[src/ppt_pkg.sv]
// Purpose: Constants and types for the parallel port block
// Assumes: 16-bit registers on a plain register port
// Notes:   Offsets are word indices on the register port
package ppt_pkg;
	localparam logic [2:0]  ADDR_CONTROL  = 3'h0;
	localparam logic [2:0]  ADDR_MODE     = 3'h1;
	localparam logic [2:0]  ADDR_ADDRESS  = 3'h2;
	localparam logic [2:0]  ADDR_PIN_EN   = 3'h3;
	localparam logic [2:0]  ADDR_STATUS   = 3'h4;
	localparam logic [2:0]  ADDR_PADCFG   = 3'h5;
	localparam logic [2:0]  ADDR_DATA     = 3'h6;
	localparam logic [15:0] CONTROL_MASK  = 16'hBFEF;
	localparam logic [15:0] PIN_EN_MASK   = 16'h47FF;
	localparam logic [15:0] PADCFG_MASK   = 16'h0001;
	localparam logic [15:0] RESET_ZERO    = 16'h0000;
	localparam int          BIT_ENABLE    = 15;
	localparam int          BIT_CSF_HI    = 7;
	localparam int          BIT_ALP       = 5;
	localparam int          BIT_CHIP_SELECT_POLARITY      = 3;
	localparam int          BIT_BEP       = 2;
	localparam int          BIT_WRITE_STROBE_POLARITY      = 1;
	localparam int          BIT_READ_STROBE_POLARITY      = 0;
	localparam int          BIT_CS_ADDR   = 14;
	localparam int          BIT_ADDR_TOP  = 15;
	localparam int          ADDR_LINES    = 11;
	localparam int          DATA_W        = 8;
	localparam int          SLOTS         = 4;
	localparam logic [1:0]  MODE_SLAVE    = 2'h0;
	localparam logic [1:0]  MODE_ESLAVE   = 2'h1;
	localparam logic [1:0]  MODE_MASTER2  = 2'h2;
	localparam logic [1:0]  MODE_MASTER1  = 2'h3;
	localparam logic [1:0]  STEP_UP       = 2'h1;
	localparam logic [1:0]  STEP_DOWN     = 2'h2;
	localparam logic [1:0]  MUX_NONE      = 2'h0;
	localparam logic [3:0]  WAIT_NONE     = 4'h0;
	localparam logic [3:0]  ONE_CYCLE     = 4'h1;
	typedef enum logic [2:0] {
		ST_IDLE   = 3'b000,
		ST_ADDR   = 3'b001,
		ST_SETUP  = 3'b010,
		ST_STROBE = 3'b011,
		ST_HOLD   = 3'b100
	} ppt_state_type;
endpackage

[src/ppt_slot_if.sv]
// Purpose: Carrier between the port core and the slave buffer
// Assumes: One clock domain
// Notes:   Core drives requests, buffer answers status
`timescale 1ns/1ps
`default_nettype none
interface ppt_slot_if;
	logic       ext_write;
	logic       ext_read;
	logic [1:0] ext_slot;
	logic [7:0] ext_wdata;
	logic [7:0] ext_rdata;
	logic       sw_read;
	logic       sw_write;
	logic [1:0] sw_slot;
	logic [7:0] sw_wdata;
	logic [7:0] sw_rdata;
	logic       clr_ov;
	logic       clr_uf;
	logic [3:0] in_full;
	logic [3:0] out_empty;
	logic       overflow;
	logic       underflow;
	modport core (output ext_write, ext_read, ext_slot, ext_wdata, sw_read, sw_write,
		sw_slot, sw_wdata, clr_ov, clr_uf,
		input ext_rdata, sw_rdata, in_full, out_empty, overflow, underflow);
	modport buffer (input ext_write, ext_read, ext_slot, ext_wdata, sw_read, sw_write,
		sw_slot, sw_wdata, clr_ov, clr_uf,
		output ext_rdata, sw_rdata, in_full, out_empty, overflow, underflow);
endinterface
`default_nettype wire

[src/ppt_slot_buffer.sv]
// Purpose: Four-byte input and output buffers for slave operation
// Assumes: Requests are one-cycle pulses
// Notes:   Hardware set wins over software clear, except output-empty, where a software write wins over an external read
`timescale 1ns/1ps
`default_nettype none
module ppt_slot_buffer (
	input  wire logic clock_in, // System clock
	input  wire logic rst_in,   // Synchronous reset
	ppt_slot_if.buffer sl       // Core side
);
	logic [7:0] in_ff  [4];
	logic [7:0] out_ff [4];
	logic [3:0] full_ff;
	logic [3:0] empty_ff;
	logic       ov_ff;
	logic       uf_ff;
	logic [7:0] ext_rd_ff;
	logic [7:0] sw_rd_ff;

	wire ov_hit = sl.ext_write && full_ff[sl.ext_slot];
	wire uf_hit = sl.ext_read && empty_ff[sl.ext_slot];

	genvar g;
	generate
		for (g = 0; g < ppt_pkg::SLOTS; g++) begin : g_slot
			always_ff @(posedge clock_in) begin
				if (rst_in) begin
					in_ff[g]    <= 8'h00;
					out_ff[g]   <= 8'h00;
					full_ff[g]  <= 1'b0;
					empty_ff[g] <= 1'b1;
				end else begin
					if (sl.ext_write && sl.ext_slot == g && !full_ff[g]) begin
						in_ff[g]   <= sl.ext_wdata;
						full_ff[g] <= 1'b1;
					end else if (sl.sw_read && sl.sw_slot == g) begin
						full_ff[g] <= 1'b0;
					end
					if (sl.sw_write && sl.sw_slot == g) begin
						out_ff[g]   <= sl.sw_wdata;
						empty_ff[g] <= 1'b0;
					end else if (sl.ext_read && sl.ext_slot == g) begin
						empty_ff[g] <= 1'b1;
					end
				end
			end
		end
	endgenerate

	always_ff @(posedge clock_in) begin
		if (rst_in) begin
			ov_ff     <= 1'b0;
			uf_ff     <= 1'b0;
			ext_rd_ff <= 8'h00;
			sw_rd_ff  <= 8'h00;
		end else begin
			ov_ff     <= ov_hit | (ov_ff & ~sl.clr_ov);
			uf_ff     <= uf_hit | (uf_ff & ~sl.clr_uf);
			ext_rd_ff <= out_ff[sl.ext_slot];
			sw_rd_ff  <= in_ff[sl.sw_slot];
		end
	end

	assign sl.in_full   = full_ff;
	assign sl.out_empty = empty_ff;
	assign sl.overflow  = ov_ff;
	assign sl.underflow = uf_ff;
	assign sl.ext_rdata = ext_rd_ff;
	assign sl.sw_rdata  = sw_rd_ff;
endmodule
`default_nettype wire

[src/ppt_port.sv]
// Purpose: Configurable 8-bit parallel master and slave port
// Assumes: Register port reads answer one cycle later; one Tcy is one clock
// Notes:   Master transfers start by writing or reading the data register
// What this block does
// - Data moves over an 8-bit parallel bus.
// - Up to 11 address lines with chip select, 12 without.
// - Enhanced slave has address support and a four-byte buffer; plain slave mode auto-increments the slot.
// - Outside master mode 1, write polarity bit sets write strobe level.
// - In master mode 1, that bit sets enable strobe level.
// - Outside master mode 1, read polarity bit sets read strobe level.
// - Latch and chip-select polarity ignored when pins carry address.
// - Data setup wait of 1 to 4 cycles; same for multiplexed address phase.
// - Strobe wait of zero skips the data setup and hold waits; the multiplexed address phase still uses the setup wait.
// - Address bit 14 drives chip select one, one means active.
// - Address bits 13-0 are the destination address; bit 15 is stored but drives no pin.
// - Pin-enable 14 gives pin to address 14 or chip select, else I/O.
// - Two lowest pin-enables give address 1:0 or latch strobes, else I/O.
// - Input-all-full reads one only when all input slots are full.
// - External write into a full slot sets sticky overflow until software clears.
// - Each input slot flag shows unread data; reading the slot clears it.
// - Output-all-empty reads one only when all output slots empty; resets one.
// - External read of an empty slot sets sticky underflow until cleared.
//
// Added by the designer: the plain strobed port and the register addresses.
`timescale 1ns/1ps
`default_nettype none
module ppt_port (
	input  wire logic        clock_in,       // 100 MHz clock
	input  wire logic        rst_in,         // Synchronous reset
	input  wire logic [2:0]  reg_addr_in,    // Register index
	input  wire logic [15:0] reg_wdata_in,   // Register write data
	input  wire logic        reg_write_in,   // Write strobe
	input  wire logic        reg_read_in,    // Read strobe
	output logic      [15:0] reg_rdata_out,  // Read data, cycle after strobe
	input  wire logic [7:0]  data_pins_in,   // Data pins in
	output logic      [7:0]  data_pins_out,  // Data pins out
	output logic             data_pins_oe_n_out, // Low while driving data
	output logic      [15:0] address_pins_out,   // Address pins, bit 14 shared
	output logic      [15:0] address_pin_func_out, // One where pin is port-owned
	output logic             write_strobe_pin_out, // Write or enable strobe
	output logic             read_strobe_pin_out,  // Read or read/write strobe
	output logic             byte_enable_pin_out,  // Byte enable
	input  wire logic        ext_write_in,   // Slave: external write strobe
	input  wire logic        ext_read_in,    // Slave: external read strobe
	input  wire logic        ext_cs_in,      // Slave: external chip select
	input  wire logic [1:0]  ext_addr_in,    // Slave: external address
	output logic             busy_out,       // Master transfer in progress
	output logic             ttl_select_out  // Input buffer type select
);
	logic [15:0] ctl_ff, mode_ff, addr_ff, pen_ff, pad_ff;
	logic [7:0]  dout_ff, din_ff;
	logic [3:0]  cnt_ff, nxt_cnt;
	logic        is_read_ff, busy_ff, rd_pend_ff, ext_wr_ff, ext_rd_ff;
	logic [1:0]  auto_ff;
	logic [2:0]  rd_sel_ff;
	ppt_pkg::ppt_state_type st_ff, nxt_st;

	ppt_slot_if sl ();
	ppt_slot_buffer u_buf (
		.clock_in (clock_in),
		.rst_in   (rst_in),
		.sl       (sl.buffer)
	);

	function automatic logic hit(input logic en, input logic [2:0] a, input logic [2:0] t);
		return en && (a == t);
	endfunction

	wire        enabled  = ctl_ff[ppt_pkg::BIT_ENABLE];
	wire [1:0]  mux      = ctl_ff[12:11];
	wire [1:0]  mode     = mode_ff[9:8];
	wire [1:0]  step     = mode_ff[12:11];
	wire [1:0]  w_setup  = mode_ff[7:6];
	wire [3:0]  w_strobe = mode_ff[5:2];
	wire [1:0]  w_hold   = mode_ff[1:0];
	wire        master   = mode[1];
	wire        wr_reg   = hit(reg_write_in, reg_addr_in, ppt_pkg::ADDR_DATA);
	wire        rd_reg   = hit(reg_read_in, reg_addr_in, ppt_pkg::ADDR_DATA);
	wire        start    = enabled && master && !busy_ff && (wr_reg || rd_reg);
	wire        waits_on = (w_strobe != ppt_pkg::WAIT_NONE);
	wire [3:0]  setup_n  = {2'b00, w_setup} + ppt_pkg::ONE_CYCLE;
	wire [3:0]  hold_n   = {2'b00, w_hold} + ppt_pkg::ONE_CYCLE;
	wire        cs_pins  = ctl_ff[ppt_pkg::BIT_CSF_HI]; // Pin 14 is chip select
	wire [15:0] status;
	wire        slave_on = enabled && !master;
	wire [1:0]  slave_sl = (mode == ppt_pkg::MODE_ESLAVE) ? ext_addr_in : auto_ff;

	// State machine for master cycles
	always_comb begin
		nxt_st  = st_ff;
		nxt_cnt = cnt_ff;
		case (st_ff)
			ppt_pkg::ST_IDLE: begin
				if (start) begin
					nxt_st  = (mux != ppt_pkg::MUX_NONE) ? ppt_pkg::ST_ADDR
						: (waits_on ? ppt_pkg::ST_SETUP : ppt_pkg::ST_STROBE);
					nxt_cnt = (mux != ppt_pkg::MUX_NONE || waits_on) ? setup_n : w_strobe;
				end
			end
			ppt_pkg::ST_ADDR: begin
				nxt_cnt = cnt_ff - ppt_pkg::ONE_CYCLE;
				if (cnt_ff == ppt_pkg::ONE_CYCLE) begin
					nxt_st  = waits_on ? ppt_pkg::ST_SETUP : ppt_pkg::ST_STROBE;
					nxt_cnt = waits_on ? setup_n : w_strobe;
				end
			end
			ppt_pkg::ST_SETUP: begin
				nxt_cnt = cnt_ff - ppt_pkg::ONE_CYCLE;
				if (cnt_ff == ppt_pkg::ONE_CYCLE) begin
					nxt_st  = ppt_pkg::ST_STROBE;
					nxt_cnt = w_strobe;
				end
			end
			ppt_pkg::ST_STROBE: begin
				nxt_cnt = cnt_ff - ppt_pkg::ONE_CYCLE;
				if (cnt_ff == ppt_pkg::WAIT_NONE) begin
					nxt_st  = waits_on ? ppt_pkg::ST_HOLD : ppt_pkg::ST_IDLE;
					nxt_cnt = hold_n;
				end
			end
			ppt_pkg::ST_HOLD: begin
				nxt_cnt = cnt_ff - ppt_pkg::ONE_CYCLE;
				if (cnt_ff == ppt_pkg::ONE_CYCLE)
					nxt_st = ppt_pkg::ST_IDLE;
			end
			default: begin
				nxt_st = ppt_pkg::ST_IDLE;
			end
		endcase
		if (!enabled)
			nxt_st = ppt_pkg::ST_IDLE;
	end

	wire done = (st_ff != ppt_pkg::ST_IDLE) && (nxt_st == ppt_pkg::ST_IDLE) && enabled;
	wire [13:0] addr_up = addr_ff[13:0] + 14'h0001;
	wire [13:0] addr_dn = addr_ff[13:0] - 14'h0001;

	always_ff @(posedge clock_in) begin
		if (rst_in) begin
			st_ff      <= ppt_pkg::ST_IDLE;
			cnt_ff     <= ppt_pkg::WAIT_NONE;
			busy_ff    <= 1'b0;
			is_read_ff <= 1'b0;
		end else begin
			st_ff   <= nxt_st;
			cnt_ff  <= nxt_cnt;
			busy_ff <= (nxt_st != ppt_pkg::ST_IDLE);
			if (start)
				is_read_ff <= rd_reg;
		end
	end

	// Registers; data register kept apart so reads do not disturb config
	always_ff @(posedge clock_in) begin
		if (rst_in) begin
			ctl_ff  <= ppt_pkg::RESET_ZERO;
			mode_ff <= ppt_pkg::RESET_ZERO;
			addr_ff <= ppt_pkg::RESET_ZERO;
			pen_ff  <= ppt_pkg::RESET_ZERO;
			pad_ff  <= ppt_pkg::RESET_ZERO;
		end else begin
			if (hit(reg_write_in, reg_addr_in, ppt_pkg::ADDR_CONTROL))
				ctl_ff <= reg_wdata_in & ppt_pkg::CONTROL_MASK;
			if (hit(reg_write_in, reg_addr_in, ppt_pkg::ADDR_MODE))
				mode_ff[14:0] <= reg_wdata_in[14:0];
			if (hit(reg_write_in, reg_addr_in, ppt_pkg::ADDR_PIN_EN))
				pen_ff <= reg_wdata_in & ppt_pkg::PIN_EN_MASK;
			if (hit(reg_write_in, reg_addr_in, ppt_pkg::ADDR_PADCFG))
				pad_ff <= reg_wdata_in & ppt_pkg::PADCFG_MASK;
			if (hit(reg_write_in, reg_addr_in, ppt_pkg::ADDR_ADDRESS))
				addr_ff <= reg_wdata_in;
			else if (done && step == ppt_pkg::STEP_UP)
				addr_ff[13:0] <= addr_up;
			else if (done && step == ppt_pkg::STEP_DOWN)
				addr_ff[13:0] <= addr_dn;
			mode_ff[15] <= 1'b0;
		end
	end

	always_ff @(posedge clock_in) begin
		if (rst_in) begin
			dout_ff    <= 8'h00;
			din_ff     <= 8'h00;
			rd_pend_ff <= 1'b0;
			rd_sel_ff  <= 3'h0;
			auto_ff    <= 2'h0;
			ext_wr_ff  <= 1'b0;
			ext_rd_ff  <= 1'b0;
		end else begin
			if (start && wr_reg)
				dout_ff <= reg_wdata_in[7:0];
			if (done && is_read_ff)
				din_ff <= data_pins_in;
			rd_pend_ff <= reg_read_in;
			rd_sel_ff  <= reg_addr_in;
			ext_wr_ff  <= ext_write_in && ext_cs_in;
			ext_rd_ff  <= ext_read_in && ext_cs_in;
			if (slave_on && (ext_wr_ff || ext_rd_ff) && mode == ppt_pkg::MODE_SLAVE)
				auto_ff <= auto_ff + 2'h1;
		end
	end

	// External strobes taken on their first cycle only
	wire ext_wr_edge = ext_write_in && ext_cs_in && !ext_wr_ff && slave_on;
	wire ext_rd_edge = ext_read_in && ext_cs_in && !ext_rd_ff && slave_on;

	assign sl.ext_write = ext_wr_edge;
	assign sl.ext_read  = ext_rd_edge;
	assign sl.ext_slot  = slave_sl;
	assign sl.ext_wdata = data_pins_in;
	assign sl.sw_read   = rd_reg && !master;
	assign sl.sw_write  = wr_reg && !master;
	assign sl.sw_slot   = addr_ff[1:0];
	assign sl.sw_wdata  = reg_wdata_in[7:0];
	assign sl.clr_ov    = hit(reg_write_in, reg_addr_in, ppt_pkg::ADDR_STATUS)
		&& !reg_wdata_in[14];
	assign sl.clr_uf    = hit(reg_write_in, reg_addr_in, ppt_pkg::ADDR_STATUS)
		&& !reg_wdata_in[6];

	assign status = {&sl.in_full, sl.overflow, 2'b00, sl.in_full,
		&sl.out_empty, sl.underflow, 2'b00, sl.out_empty};

	// Strobes: active level per polarity bits
	wire in_strobe = (st_ff == ppt_pkg::ST_STROBE) && enabled;
	wire in_cycle  = (st_ff != ppt_pkg::ST_IDLE) && enabled;
	wire m1        = (mode == ppt_pkg::MODE_MASTER1);
	wire wr_act    = m1 ? in_strobe : (in_strobe && !is_read_ff);
	wire rd_act    = m1 ? (in_cycle && is_read_ff) : (in_strobe && is_read_ff);
	wire latch_on  = (st_ff == ppt_pkg::ST_ADDR) && enabled;
	wire address_latch_polarity       = ctl_ff[ppt_pkg::BIT_ALP];
	wire cs_lvl    = addr_ff[ppt_pkg::BIT_CS_ADDR] ~^ ctl_ff[ppt_pkg::BIT_CHIP_SELECT_POLARITY];
	wire [15:0] addr_vis;
	wire [15:0] pin_func;

	assign write_strobe_pin_out = enabled && ctl_ff[9]
		? (wr_act ~^ ctl_ff[ppt_pkg::BIT_WRITE_STROBE_POLARITY]) : 1'b0;
	assign read_strobe_pin_out  = enabled && ctl_ff[8]
		? (rd_act ~^ ctl_ff[ppt_pkg::BIT_READ_STROBE_POLARITY]) : 1'b0;
	assign byte_enable_pin_out  = enabled && ctl_ff[10]
		? (in_cycle ~^ ctl_ff[ppt_pkg::BIT_BEP]) : 1'b0;

	genvar p;
	generate
		for (p = 2; p < ppt_pkg::ADDR_LINES; p++) begin : g_apin
			assign pin_func[p] = pen_ff[p] && enabled;
			assign addr_vis[p] = pin_func[p] && addr_ff[p];
		end
		for (p = 0; p < 2; p++) begin : g_lpin
			assign pin_func[p] = pen_ff[p] && enabled;
			// Latch polarity only matters when muxing address here
			assign addr_vis[p] = !pin_func[p] ? 1'b0
				: (mux != ppt_pkg::MUX_NONE) ? (latch_on ~^ address_latch_polarity) : addr_ff[p];
		end
	endgenerate

	// Pin 14 is chip select or address; polarity ignored as address
	assign pin_func[14] = pen_ff[14] && enabled;
	assign addr_vis[14] = pin_func[14] && (cs_pins ? cs_lvl : addr_ff[14]);
	assign pin_func[15] = 1'b0;
	assign addr_vis[15] = 1'b0;
	assign pin_func[13:11] = 3'b000;
	assign addr_vis[13:11] = 3'b000;

	assign address_pins_out     = addr_vis;
	assign address_pin_func_out = pin_func;
	assign data_pins_out        = dout_ff;
	assign data_pins_oe_n_out   = !(in_cycle && !is_read_ff);
	assign busy_out             = busy_ff;
	assign ttl_select_out       = pad_ff[0];

	// Read data: one cycle after strobe, unmapped reads zero
	always_comb begin
		case (rd_sel_ff)
			ppt_pkg::ADDR_CONTROL: reg_rdata_out = ctl_ff;
			ppt_pkg::ADDR_MODE:    reg_rdata_out = {busy_ff, mode_ff[14:0]};
			ppt_pkg::ADDR_ADDRESS: reg_rdata_out = addr_ff;
			ppt_pkg::ADDR_PIN_EN:  reg_rdata_out = pen_ff;
			ppt_pkg::ADDR_STATUS:  reg_rdata_out = status;
			ppt_pkg::ADDR_PADCFG:  reg_rdata_out = pad_ff;
			ppt_pkg::ADDR_DATA:    reg_rdata_out = {8'h00, master ? din_ff : sl.sw_rdata};
			default:               reg_rdata_out = 16'h0000;
		endcase
		if (!rd_pend_ff)
			reg_rdata_out = 16'h0000;
	end
endmodule
`default_nettype wire

[config.mk]
export PLATFORM = sky130hd
export DESIGN_NAME = ppt_port
export DESIGN_NICKNAME = d
export VERILOG_FILES = /design/src/ppt_pkg.sv /design/src/ppt_slot_if.sv /design/src/ppt_slot_buffer.sv /design/src/ppt_port.sv
export SDC_FILE = /design/constraint.sdc
export NUM_CORES = 1
export LEC_CHECK = 0
export BUFFER_PORTS_ARGS = -buffer_cell sky130_fd_sc_hd__buf_2
export CORE_MARGIN = 2
export CORE_UTILIZATION = 56
export DETAILED_ROUTE_END_ITERATION = 10
export MAX_ROUTING_LAYER = met4
export PLACE_DENSITY = 0.86
export SLEW_MARGIN = 10
export SYNTH_ARGS = -nofsm -noshare
export SYNTH_HDL_FRONTEND = slang
export SYNTH_SLANG_ARGS = --single-unit
[constraint.sdc]
create_clock -name clock_in -period 6.8 [get_ports clock_in]
set_clock_uncertainty 0.15 [all_clocks]
set_input_delay 0.34 -clock clock_in [delete_from_list [all_inputs] [get_ports clock_in]]
set_output_delay 0.34 -clock clock_in [all_outputs]
set_load 0.01 [all_outputs]
==> After elaboration in Yosys (flattened, before gate mapping) <==
Memory sizes are Yosys's and may differ from the RTL's. A register that Yosys moved wholly into a read port is not among the register bits.
Index checks and enable logic that the tools add are counted.
{ "word_totals": {"memories": 1, "mem_bits_rw": 32, "word_cells": 274, "output_inout_bits": 62, "reg_bits": 101, "in_bits": 36} }
{ "mem_list": {"columns": ["memory", "words", "word_bits", "rd", "rd_clocked_by_memory_dff", "wr", "line", "text"], "rows": [
  ["u_buf.in_ff", 4, 8, 1, 1, 4, "ppt_slot_buffer.sv:11", "logic [7:0] in_ff [4];"]
]} }
{ "classes": {"n_eq_ne": 28, "mux": 72, "reduce_logical": 124, "n_bitwise": 15, "n_lt_le_gt_ge": 1, "addsub": 6} }
{ "op_table": {"columns": ["op", "count"], "rows": [
  ["16-bit one-hot mux with 7 select lines", 1],
  ["1-bit logical AND", 84],
  ["1-bit 2-to-1 mux", 43],
  ["14-bit 2-to-1 mux", 3],
  ["8-bit 2-to-1 mux", 5],
  ["3-bit 2-to-1 mux", 8],
  ["4-bit 2-to-1 mux", 6],
  ["3-bit == test, second input constant", 7],
  ["4-bit one-hot mux with 5 select lines", 1],
  ["3-bit by 2-bit == test with 1-bit output, second input constant", 6],
  ["2-bit nonzero test", 9],
  ["16-bit 2-to-1 mux", 1],
  ["3-bit one-hot mux with 5 select lines", 1],
  ["14-bit by 1-bit adder with 14-bit output, second input constant", 1],
  ["14-bit by 1-bit subtractor with 14-bit output, second input constant", 1],
  ["2-bit == test, second input constant", 6],
  ["1-bit zero test", 12],
  ["3-bit zero test", 4],
  ["3-bit by 1-bit == test with 1-bit output, second input constant", 3],
  ["3-bit nonzero test", 3],
  ["2-bit by 1-bit == test with 1-bit output, second input constant", 4],
  ["4-bit AND reduction", 2],
  ["2-bit by 1-bit adder with 3-bit output, second input constant", 2],
  ["2-bit zero test", 3],
  ["16 further kinds", 30]
]} }

==> Longest topological paths before layout <==
Gate-level depths: netlist of the first run.
{ "depth": {"depth_word": 14, "ltp_mapped": 13, "ltp_nobuf": 13} }

==> By module <==
A second synthesis of the first run with hierarchy kept.
{ "unflattened": {"hier_cells": 975, "area_unflattened_um2": 9404.0} }
{ "modules_own_cells": {"columns": ["module", "seq_area_each_um2", "area_per_inst_um2", "cells_per_inst", "n_inst"], "rows": [
  ["ppt_port", 1821.7, 5599.1, 713, 1],
  ["ppt_slot_buffer", 2442.3, 3804.9, 262, 1]
]} }

==> Worst setup path after synthesis of the first run <==
Ideal clock, no wire load.
{ "synth_path": {"path_kind": "register to register", "startpoint": "reg mode_ff[2]", "endpoint": "reg addr_ff[13]", "slack_ps": 3558, "required_ps": 6519, "setup_time_ps": 131, "arrival_time_ps": 2961, "period_less_slack_ps": 3242, "path_stages_with_launch": 12, "path_buffers": 0, "cell_sequence": "dfxtp_1 -> nor4_2 -> nand4_1 -> nand2_1 -> inv_1 -> ha_1 -> nand3_1 -> or3_1 -> o2111ai_1 -> a211oi_1 -> a2111oi_0 -> nand2_1"} }
{ "synth_between": {"elab_chain_cells": 12, "elab_cells_between_ends": 17, "classes_between": "mux (10); reduce/logical (7)"} }
{ "synth_rtl": {"columns": ["element", "line", "text"], "rows": [
  ["start: declaration", "ppt_port.sv:50", "logic [15:0] ctl_ff, mode_ff, addr_ff, pen_ff, pad_ff;"],
  ["start signal: assignment", "ppt_port.sv:157", "mode_ff <= ppt_pkg::RESET_ZERO;"],
  ["start signal: assignment", "ppt_port.sv:165", "mode_ff[14:0] <= reg_wdata_in[14:0];"],
  ["4-bit nonzero test *", "ppt_port.sv:80", "wire waits_on = (w_strobe != ppt_pkg::WAIT_NONE);"],
  ["1-bit 2-to-1 mux", "ppt_port.sv:96, ppt_port.sv:103", null],
  ["3-bit 2-to-1 mux", "ppt_port.sv:95", "nxt_st = (mux != ppt_pkg::MUX_NONE) ? ppt_pkg::ST_ADDR"],
  ["3-bit 2-to-1 mux", "ppt_port.sv:94", "if (start) begin"],
  ["3-bit one-hot mux with 5 select lines *", "ppt_port.sv:92", "case (st_ff)"],
  ["3-bit 2-to-1 mux *", "ppt_port.sv:130", "if (!enabled)"],
  ["3-bit zero test *", "ppt_port.sv:134", "wire done = (st_ff != ppt_pkg::ST_IDLE) && (nxt_st == ppt_pkg::ST_IDLE) && enabled;"],
  ["1-bit logical AND * (2 in a row)", "ppt_port.sv:134", null],
  ["1-bit logical AND", "ppt_port.sv:172", "else if (done && step == ppt_pkg::STEP_UP)"],
  ["14-bit 2-to-1 mux", "ppt_port.sv:172", null],
  ["14-bit 2-to-1 mux", "ppt_port.sv:170", "if (hit(reg_write_in, reg_addr_in, ppt_pkg::ADDR_ADDRESS))"],
  ["end signal: assignment", "ppt_port.sv:171", "addr_ff <= reg_wdata_in;"],
  ["end signal: assignment", "ppt_port.sv:173", "addr_ff[13:0] <= addr_up;"],
  ["end signal: assignment", "ppt_port.sv:175", "addr_ff[13:0] <= addr_dn;"],
  ["end: declaration", "ppt_port.sv:50", null]
]} }
Mark *: on every way between the ends. The rest lies on a longest branch, timed or not.
A chain may end at the register's enable or synchronous reset.

==> Final worst setup path of the first run <==
{ "layout_path": {"startpoint": "reg ctl_ff[15]", "endpoint": "reg addr_ff[13]"} }
{ "layout_between": {"elab_chain_cells": 12, "elab_cells_between_ends": 14, "classes_between": "mux (5); reduce/logical (9)"} }
{ "layout_rtl": {"columns": ["element", "line", "text"], "rows": [
  ["start: declaration", "ppt_port.sv:50", null],
  ["start signal: assignment", "ppt_port.sv:156", "ctl_ff <= ppt_pkg::RESET_ZERO;"],
  ["start signal: assignment", "ppt_port.sv:163", "ctl_ff <= reg_wdata_in & ppt_pkg::CONTROL_MASK;"],
  ["1-bit logical AND (3 in a row)", "ppt_port.sv:79", "wire start = enabled && master && !busy_ff && (wr_reg || rd_reg);"],
  ["3-bit 2-to-1 mux", "ppt_port.sv:94", null],
  ["3-bit one-hot mux with 5 select lines", "ppt_port.sv:92", null],
  ["3-bit 2-to-1 mux", "ppt_port.sv:130", null],
  ["3-bit zero test", "ppt_port.sv:134", null],
  ["1-bit logical AND", "ppt_port.sv:134", null],
  ["1-bit logical AND *", "ppt_port.sv:134", null],
  ["1-bit logical AND", "ppt_port.sv:172", null],
  ["14-bit 2-to-1 mux", "ppt_port.sv:172", null],
  ["14-bit 2-to-1 mux", "ppt_port.sv:170", null]
]} }
Marked as above.

==> metrics.cfg, run 1 <==
[floorplanning]
die_h_um = 121
design.die.area_um2 = 14600
placementRows = 42
start_util = 0.575
floorplan.core_area_um2 = 13300
count_of_pins_on_the_block_boundary = 98
die_w_um = 121

[worst_setup_path]
end_kind = register
biggest_cell_delay_along_the_critical_path_ps = 950
worstPathMaxFanout = 34
critical-path-slowest-cell = sky130_fd_sc_hd__dfxtp_1
critPathLaunch = ctl_ff[15]
startpoint_type = register
critPathRequiredTime_ps = 6960
cp_data_arrival_time_ps = 4300
path_common_cell = sky130_fd_sc_hd__nand2_1
critical_path_cell_by_cell = and3b_1 > nand4_1 > nand2_1 > inv_1 > ha_1 > nand3_1 > or3_1 > o2111ai_1 > a211oi_1 > a2111oi_0 > nand2_1
worstSetupPathType = reg -> reg
critical_path.reg2reg.startpoint = ctl_ff[15]

[yosys]
synthCells = 865
synth-edff-count = 32
async_reset_ff_frac = 0
count_of_synthesis_stage_warnings_from_yosys = 0
ys_dominant_reg_cell = sky130_fd_sc_hd__dfxtp_1
synth.area.top_cells = sky130_fd_sc_hd__dfxtp_1 (29%), sky130_fd_sc_hd__edfxtp_1 (13%), sky130_fd_sc_hd__nand2_1 (6.2%)
synthesis.area_per_instance_um2 = 8.84
synth_area_um2 = 7640
yosys.area.top_type_share = 0.286
yosys.cell_types.count = 68
yosys.cell_count.top_type = sky130_fd_sc_hd__nand2_1
synth-seq-area-share = 0.411
postSynthRegisterBits = 141
synth.largest_area_cell = sky130_fd_sc_hd__dfxtp_1
ys_top_cells_by_count = sky130_fd_sc_hd__nand2_1 (127), sky130_fd_sc_hd__dfxtp_1 (109), sky130_fd_sc_hd__a21oi_1 (84), sky130_fd_sc_hd__nor2_1 (76), sky130_fd_sc_hd__and2_1 (59)

[global_routing]
groute.usage.overall = 0.329
number_of_antenna_violations_at_the_first_check_in_global_routing = 0
grt_max_degree = 92
grt_pass1_vias = 6546
grt_first_pass_wirelength_mm = 35.3
overflow = 0

[timing]
setup_tns_ps = 0
unrepaired_setup_endpoints_after_global_routing = false
final.setup.worst_slack_ps = 2670
final-setup-viol-count = 0
max_clock_freq_mhz = 242
worst_slew_pin_slew_ps = 1190
layout_worst_path_cycle_share = 0.608
final_period_minus_worst_setup_slack_ps = 4130
finalHoldViolCount = 0
timing.max_slew.rel_slack = 0.208
slew_viol_final = 0

[detailed_routing]
avgViaCountPerCell = 6.34
routed.top_layer = met4
route.final.wire_length_mm = 23.0
routedLengthMet1_mm = 9.00
wl_met3_mm = 2.70
post-route-drc-count = 0
avgRoutedWirePerCell_um = 20.5
antenna_violating_nets_post_route = 0
met2RoutedLength_mm = 10.2
detail_route.first_pass.iterations = 6
route.vias.total = 7094
drt_iter0_drc = 1038

[cts]
tritoncts.num_buffers = 17
cts.hold.buffers_added = 0
cts.sinks = 141
tritoncts = built
cts-root-to-sink-buffers = 2
clk_root_buffer_cell = sky130_fd_sc_hd__clkbuf_16
clkLatencyLatePin_ps = 440
ctsResizeCount = 0
post_cts.repair.setup_buffers = 0
cts-htree-levels = 4
clock_pin_transition_on_the_worst_setup_and_hold_timing_paths_ps = 60

[final_layout]
n_antenna_cell = 0
fin_nets = 984
syn_to_layout_area_delta_pct = 15.5
final.fill_count = 1036
drive_gt1_frac = 0.166

[place]
hpwlAfterDp_mm = 15.6
place_ws_ps = 2810
io_buffers = 89
gp_congestion = 0.968

[power]
p_switching_uw = 497
power.clock.fraction = 0.514
p_leak_nw = 3.50
seqPwrFrac = 0.414
vdd.ir_drop.worst_uv = 178
power_density_nw_per_um2 = 246
power_frac_comb = 0.072
power.internal_mw = 1.67
switching_share = 0.229

[hold_path]
hold_path.class = in -> reg
holdCritStartpoint = ext_read_in

[run_status]
outcome = complete, no violations

[run]
cap_violations = 0

-- state kept, by name, indices dropped and copies added, names as in the netlist, 2 cells and up --
register / cells
rd_sel_ff: 3
u_buf.sl.out_empty: 4
st_ff: 3
u_buf.in_ff: 32
cnt_ff: 4
auto_ff: 2
data_pins_out: 8
u_buf.sl.in_full: 4
u_buf.sl.sw_rdata: 8
din_ff: 8
pen_ff: 12
mode_ff: 15
addr_ff: 16
ctl_ff: 14
-- worst max-delay path, delay by kind of cell, from the launching register on --
kind,cells,cell delay (ps)
and+or+nand+nor,6,1300
DFF,1,950
buffers and inverters,1,260
adders and majority gates,1,480
AOI/OAI and AO/OA,3,870
-- area by class of cell --
class                      instances  area [µm²]  share of cell area
multi-input combinational        660        4220               0.478
sequential                       141        3140               0.356
timing repair buffer              94         483              0.0547
clock buffer                      19         443              0.0502
clock inverter                    13         259              0.0294
tap                              176         220              0.0250
inverter                          16        60.1             0.00681
-- cells by family (layout without fill, tap and decap cells) --
family	Yosys count	in the layout	synth area share
AO/OA/AOI/OAI	191	191	0.156
flip-flops	141	141	0.411
adder cells (fa/ha/maj)	18	18	0.0305
other	1	8	0.000491
XOR/XNOR	14	14	0.0160
multiplexers	57	57	0.105
buffers and inverters	71	142	0.0406
AND/OR/NAND/NOR	372	372	0.240
-- path summary, 6_finish.rpt --
path	to	slack [ps]	cells past startpoint
worst max-delay path	addr_ff[13]	2670	11
worst min-delay path	ext_rd_ff	1	3
worst max register to register	addr_ff[13]	2670	11
worst min register to register	mode_ff[14]	310	2
-- layout by cell type, fill, tap and decap left out, types with 5 or more instances in the layout --
cell type and n:
sky130_fd_sc_hd__clkbuf_16 17, sky130_fd_sc_hd__nor3b_1 5, sky130_fd_sc_hd__ha_1 17, sky130_fd_sc_hd__a31oi_1 8, sky130_fd_sc_hd__dfxtp_1 109, sky130_fd_sc_hd__nor3_1 17
sky130_fd_sc_hd__a21oi_1 84, sky130_fd_sc_hd__bufinv_16 7, sky130_fd_sc_hd__and3_1 18, sky130_fd_sc_hd__nand2b_1 9, sky130_fd_sc_hd__a211oi_1 12, sky130_fd_sc_hd__o21ai_0 30
sky130_fd_sc_hd__mux4_2 18, sky130_fd_sc_hd__xor2_1 5, sky130_fd_sc_hd__inv_1 16, sky130_fd_sc_hd__nor2_1 76, sky130_fd_sc_hd__and2_1 59, sky130_fd_sc_hd__xnor2_1 9
sky130_fd_sc_hd__buf_2 89, sky130_fd_sc_hd__conb_1 8, sky130_fd_sc_hd__mux2_2 6, sky130_fd_sc_hd__nand2_1 127, sky130_fd_sc_hd__nor2b_1 15, sky130_fd_sc_hd__o31ai_1 6
sky130_fd_sc_hd__edfxtp_1 32, sky130_fd_sc_hd__mux2i_1 33, sky130_fd_sc_hd__buf_4 5, sky130_fd_sc_hd__nand3_1 14, sky130_fd_sc_hd__or3_1 8, sky130_fd_sc_hd__o21a_1 7
-- per-stage QoR --
step	cell area, µm²	utilization	std cells	total power, mW	hold slack, ps
floorplan	7670	-	872	1.01	283
global placement	8120	0.611	1087	1.06	292
detailed placement	8120	0.611	1087	1.06	298
CTS	8820	0.664	1119	2.16	2.45
global route	8820	0.664	1119	2.21	30.9
finish	8820	0.664	1119	2.17	0.997
-- power by group through the flow --
stage | clock network [mW] | registers, mW | logic [mW]
3_3_place_gp | 0 | 0.912 | 0.148
3_5_place_dp | 0 | 0.913 | 0.150
4_1_cts | 1.11 | 0.895 | 0.152
6_report | 1.11 | 0.896 | 0.156
5_1_grt | 1.14 | 0.897 | 0.168
2_1_floorplan | 0 | 0.901 | 0.109
-- routing by layer --
metal  GRT usage  up-vias
li1            -     3191
met1       0.434     3311
met2       0.478      500
met3      0.0745       92
met4       0.160        0
met5           -        -
Note: power is estimated with default switching activity, not from simulation.
==> run 2: changes to the inputs <==
clock period = 4 ns   (was 6.8 ns; I/O delays follow)
==> run 2 against run 1 <==
Compared with the run above: worst setup slack worse by 2300 ps; flip-flop and latch count unchanged; die area unchanged; hold slack better by 45 ps; via count up 3.2%; critical path depth up 3; clock power up 47%; global-route usage up 0.81 points; maximum frequency up 14%.
==> metrics.cfg, run 2 (synthesis results as in run 1) <==
[place]
gp_congestion = 0.962
place_ws_ps = 218
hpwlAfterDp_mm = 16.0
io_buffers = 89
placed_cells_incl_taps = 1098
dpl-instance-area_um2 = 8200

[timing]
final_period_minus_worst_setup_slack_ps = 3610
timing.max_slew.rel_slack = 0.341
final-setup-viol-count = 0
worst_slew_pin_slew_ps = 988
slew_viol_final = 0
finalHoldViolCount = 0
layout_worst_path_cycle_share = 0.903
hold-worst-slack_ps = 46.2
unrepaired_setup_endpoints_after_global_routing = false
max_clock_freq_mhz = 277
setup_tns_ps = 0
final.setup.worst_slack_ps = 387

[final_layout]
drive_gt1_frac = 0.180
most_frequent_cells_in_the_layout = sky130_fd_sc_hd__nand2_1 (126), sky130_fd_sc_hd__dfxtp_1 (109), sky130_fd_sc_hd__buf_2 (89)
largest_register = u_buf.in_ff
final_common_cell = sky130_fd_sc_hd__nand2_1
syn_to_layout_area_delta_pct = 20.2
largest_registers = u_buf.in_ff: 32 flops, addr_ff: 16 flops, mode_ff: 15 flops
final_cells = 1165
largest_register_ff_count = 32
fin_nets = 1030
n_antenna_cell = 0
final_area_um2 = 9190

[worst_setup_path]
worst-r2r-setup-slack_ps = 390
worstPathMaxFanout = 10
startpoint_type = register
biggest_cell_delay_along_the_critical_path_ps = 400
critical_path_cell_by_cell = inv_1 > ha_1 > nor3b_2 > o21ai_0 > nand2_2 > clkinvlp_4 > buf_4 > ha_1 > o21ai_0 > or3_1 > o2111ai_2 > a211oi_1 > a2111oi_0 > nand2_1
critPathRequiredTime_ps = 4140
cp_data_arrival_time_ps = 3760
critical-path-slowest-cell = sky130_fd_sc_hd__a2111oi_0
end_kind = register
worstSetupPathType = reg -> reg

[cts]
clkLatencyLatePin_ps = 430
tritoncts.num_buffers = 17
cts-root-to-sink-buffers = 2
cts.sinks = 141
clk_root_buffer_cell = sky130_fd_sc_hd__clkbuf_16
cts-htree-levels = 4
tritoncts = built
clock_pin_transition_on_the_worst_setup_and_hold_timing_paths_ps = 60

[floorplanning]
placementRows = 42
die_w_um = 121
start_util = 0.575
die_h_um = 121
floorplan.core_area_um2 = 13300
design.die.area_um2 = 14600
count_of_pins_on_the_block_boundary = 98

[detailed_routing]
route.vias.total = 7320
post-route-drc-count = 0
route.final.wire_length_mm = 23.6
avgViaCountPerCell = 6.28
drt_iter0_drc = 956
detail_route.first_pass.iterations = 6
antenna_violating_nets_post_route = 0
avgRoutedWirePerCell_um = 20.2

[global_routing]
groute.usage.overall = 0.337
overflow = 0
grt_first_pass_wirelength_mm = 36.7
grt_pass1_vias = 6864
number_of_antenna_violations_at_the_first_check_in_global_routing = 0
grt_max_degree = 51

[hold_path]
hold_path.class = in -> reg

[power]
power_density_nw_per_um2 = 376
p_leak_nw = 3.67
vdd.ir_drop.worst_uv = 255

[run]
cap_violations = 0

[run_status]
outcome = complete, no violations

run 2: cell types whose count changed in the layout (fill, tap and decap cells not counted), moves of 2 or more:
cell	before	now
sky130_fd_sc_hd__bufinv_16	7	3
sky130_fd_sc_hd__clkinv_4	1	3
sky130_fd_sc_hd__nor3b_2	0	2
sky130_fd_sc_hd__clkinv_1	0	2
sky130_fd_sc_hd__clkinv_2	0	2
sky130_fd_sc_hd__dlygate4sd3_1	0	32
sky130_fd_sc_hd__nor3b_1	5	3
sky130_fd_sc_hd__buf_4	5	19
run 2: cell type report:
class / count / area, µm²
multi-input cells: 660 / 4250
fillers: 969 / 4110
inverters: 16 / 63.8
flip-flops and latches: 141 / 3140
clock buffers: 18 / 439
well taps: 176 / 220
clock inverters: 14 / 166
repair buffers: 140 / 908
run 2: repair_timing:
action                                  4_1_cts  5_1_grt
hold endpoints to repair                    100        0
buffers inserted                              0        3
hold buffers                                 32        0
endpoints found under the setup margin        0        4
gates resized for setup                       0        9
run 2: power by group:
group	switching (mW)	leakage [nW]	internal (mW)
Clock	0.635	0.292	0.996
Combinational	0.183	2.16	0.125
Sequential	0.0276	1.21	1.49
Total	0.845	3.67	2.61
run 2: critical path: cells and delay by family (launching register included):
kind / cells / cell delay, ps
adders and majority gates: 2 / 440
DFF: 1 / 350
buffers and inverters: 3 / 450
AOI/OAI and AO/OA: 5 / 1280
and+or+nand+nor: 4 / 820
run 2: final timing paths:
check	to	startpoint	cells after the start
setup / recovery	addr_ff[13]	cnt_ff[1]	14
hold / removal	pad_ff[0]	reg_write_in	4
setup reg to reg	addr_ff[13]	cnt_ff[1]	14
hold reg to reg	ctl_ff[13]	ctl_ff[13]	2
run 2: per-layer routing:
metal | vias to the layer above | GRT usage | part of all wire
li1 | 3294 | - | -
met1 | 3432 | 0.446 | 0.39
met2 | 504 | 0.490 | 0.45
met3 | 90 | 0.0830 | 0.11
met4 | 0 | 0.150 | 0.044
met5 | - | - | 0
run 2: through the flow:
stage          power, mW  utilization
2_1_floorplan       1.72            -
3_3_place_gp        1.80        0.617
3_5_place_dp        1.81        0.617
4_1_cts             3.43        0.687
5_1_grt             3.54        0.691
6_report            3.45        0.691
==> run 3: changes to the inputs <==
RECOVER_POWER = 100   (was default)
==> run 3 against run 2 <==
Compared with the run above: the flow now finishes with violations (max-capacitance violations, max-slew violations); register-to-register slack worse by 140 ps; combinational power about the same; sequential power is essentially flat; core utilization decreased by 0.60 points; first-iteration DRC count grew 6.0%; largest power group unchanged.
==> metrics.cfg, run 3 (synthesis results as in run 1) <==
[place]
hpwlAfterDp_mm = 16.0
io_buffers = 89
place_ws_ps = 218
gp_congestion = 0.962
placed_cells_incl_taps = 1098

[timing]
max_clock_freq_mhz = 266
unrepaired_setup_endpoints_after_global_routing = false
slew_viol_final = 51
timing.max_slew.rel_slack = -0.555
final_period_minus_worst_setup_slack_ps = 3750
finalHoldViolCount = 0
final.setup.worst_slack_ps = 245
layout_worst_path_cycle_share = 0.939
final-setup-viol-count = 0
hold-worst-slack_ps = 51.2
setup_tns_ps = 0
worst_slew_pin_slew_ps = 2330

[floorplanning]
start_util = 0.575
die_h_um = 121
die_w_um = 121
floorplan.core_area_um2 = 13300
placementRows = 42
design.die.area_um2 = 14600
count_of_pins_on_the_block_boundary = 98

[cts]
cts-root-to-sink-buffers = 2
tritoncts = built
clkLatencyLatePin_ps = 420
tritoncts.num_buffers = 17
cts.sinks = 141
clk_root_buffer_cell = sky130_fd_sc_hd__clkbuf_16
clock_pin_transition_on_the_worst_setup_and_hold_timing_paths_ps = 60
cts-htree-levels = 4

[final_layout]
seqCellArea_um2 = 3140
drive_gt1_frac = 0.132
syn_to_layout_area_delta_pct = 19.2
largest_registers = u_buf.in_ff: 32 flops, addr_ff: 16 flops, mode_ff: 15 flops
largest_register = u_buf.in_ff
n_antenna_cell = 0
final_common_cell = sky130_fd_sc_hd__nand2_1
fin_nets = 1030
final.fill_count = 994
final_cells = 1165
total_area_of_multi_input_combinational_cells_um2 = 4240
most_frequent_cells_in_the_layout = sky130_fd_sc_hd__nand2_1 (126), sky130_fd_sc_hd__dfxtp_1 (109), sky130_fd_sc_hd__a21oi_1 (84)
largest_register_ff_count = 32

[run]
cap_violations = 1

[power]
p_switching_uw = 843
power.clock.fraction = 0.472
p_leak_nw = 3.44
power_frac_comb = 0.089
power.internal_mw = 2.60
switching_share = 0.244
power_density_nw_per_um2 = 379
vdd.ir_drop.worst_uv = 256
seqPwrFrac = 0.439

[global_routing]
overflow = 0
grt_max_degree = 51
grt_pass1_vias = 6864
groute.usage.overall = 0.337
grt_first_pass_wirelength_mm = 36.7
number_of_antenna_violations_at_the_first_check_in_global_routing = 0

[detailed_routing]
post-route-drc-count = 0
route.vias.total = 7322
antenna_violating_nets_post_route = 0
route.final.wire_length_mm = 23.7
drt_iter0_drc = 1013
avgViaCountPerCell = 6.28
avgRoutedWirePerCell_um = 20.4
detail_route.first_pass.iterations = 6

[worst_setup_path]
critical-path-slowest-cell = sky130_fd_sc_hd__clkbuf_1
worstPathMaxFanout = 10
cp_data_arrival_time_ps = 3810
worst_path_dominant_cell_family = compound AO/OA/AOI/OAI gates
path_common_cell = sky130_fd_sc_hd__and4b_1
critical_path_cell_by_cell = clkbuf_1 > and4b_1 > o21ai_0 > nand2_2 > clkinvlp_4 > buf_4 > ha_1 > nor2b_1 > o31ai_2 > a211o_1 > and4b_1 > a211oi_1 > a211oi_2
end_kind = register
worstSetupPathType = reg -> reg
number_of_buffers_and_inverters_on_the_critical_path = 3
startpoint_type = register
biggest_cell_delay_along_the_critical_path_ps = 390
critPathRequiredTime_ps = 4050

[hold_path]
hold_path.class = in -> reg

[run_status]
outcome = finished with violations
failed_checks = max-capacitance violations, max-slew violations

[run 3: final cells by class]
type	instances	share of cell area
Sequential cell	141	0.345
Clock inverter	14	0.0183
Clock buffer	18	0.0482
Multi-Input combinational cell	660	0.465
Inverter	16	0.00701
Tap cell	176	0.0242
Timing Repair Buffer	140	0.0918
[run 3: per-stage QoR]
stage          instance area, µm²  utilization  power, mW
2_1_floorplan                7670            -       1.72
3_3_place_gp                 8200        0.617       1.80
3_5_place_dp                 8200        0.617       1.81
4_1_cts                      9130        0.687       3.43
5_1_grt                      9110        0.685       3.54
6_report                     9110        0.685       3.45
[run 3: power groups by stage]
| stage | Sequential, mW | Clock (mW) | Combinational, mW |
|---|---|---|---|
| final | 1.51 | 1.63 | 0.306 |
| after global routing | 1.52 | 1.69 | 0.327 |
| after CTS | 1.51 | 1.62 | 0.295 |
| after detailed placement | 1.54 | 0 | 0.267 |
| after global placement | 1.54 | 0 | 0.263 |
| after floorplan | 1.53 | 0 | 0.186 |
[run 3: worst reg2reg max path, stage by stage, from the launching register on]
cell and delay, ps:
sky130_fd_sc_hd__dfxtp_1 330, sky130_fd_sc_hd__clkbuf_1 390, sky130_fd_sc_hd__and4b_1 260, sky130_fd_sc_hd__o21ai_0 170, sky130_fd_sc_hd__nand2_2 190, sky130_fd_sc_hd__clkinvlp_4 240, sky130_fd_sc_hd__buf_4 220, sky130_fd_sc_hd__ha_1 330
sky130_fd_sc_hd__nor2b_1 260, sky130_fd_sc_hd__o31ai_2 130, sky130_fd_sc_hd__a211o_1 330, sky130_fd_sc_hd__and4b_1 190, sky130_fd_sc_hd__a211oi_1 230, sky130_fd_sc_hd__a211oi_2 110
[run 3: final timing paths]
check	slack, ps	from	to	cells after the start
hold reg to reg	300	ctl_ff[13]	ctl_ff[13]	2
setup reg to reg	250	ctl_ff[15]	addr_ff[10]	13
setup / recovery	250	ctl_ff[15]	addr_ff[10]	13
hold / removal	50	reg_write_in	pad_ff[0]	4
[run 3: timing repair]
action                                  4_1_cts  5_1_grt
endpoints found under the hold margin       100        0
hold buffers                                 32        0
endpoints found under the setup margin        0        4
setup buffers                                 0        3
resized for setup                             0        9
[run 3: metal layers]
| layer | track usage | wire (µm) |
|---|---|---|
| met5 | - | 0 |
| met4 | 0.150 | 869 |
| met3 | 0.0830 | 2620 |
| met2 | 0.490 | 10800 |
| met1 | 0.446 | 9400 |
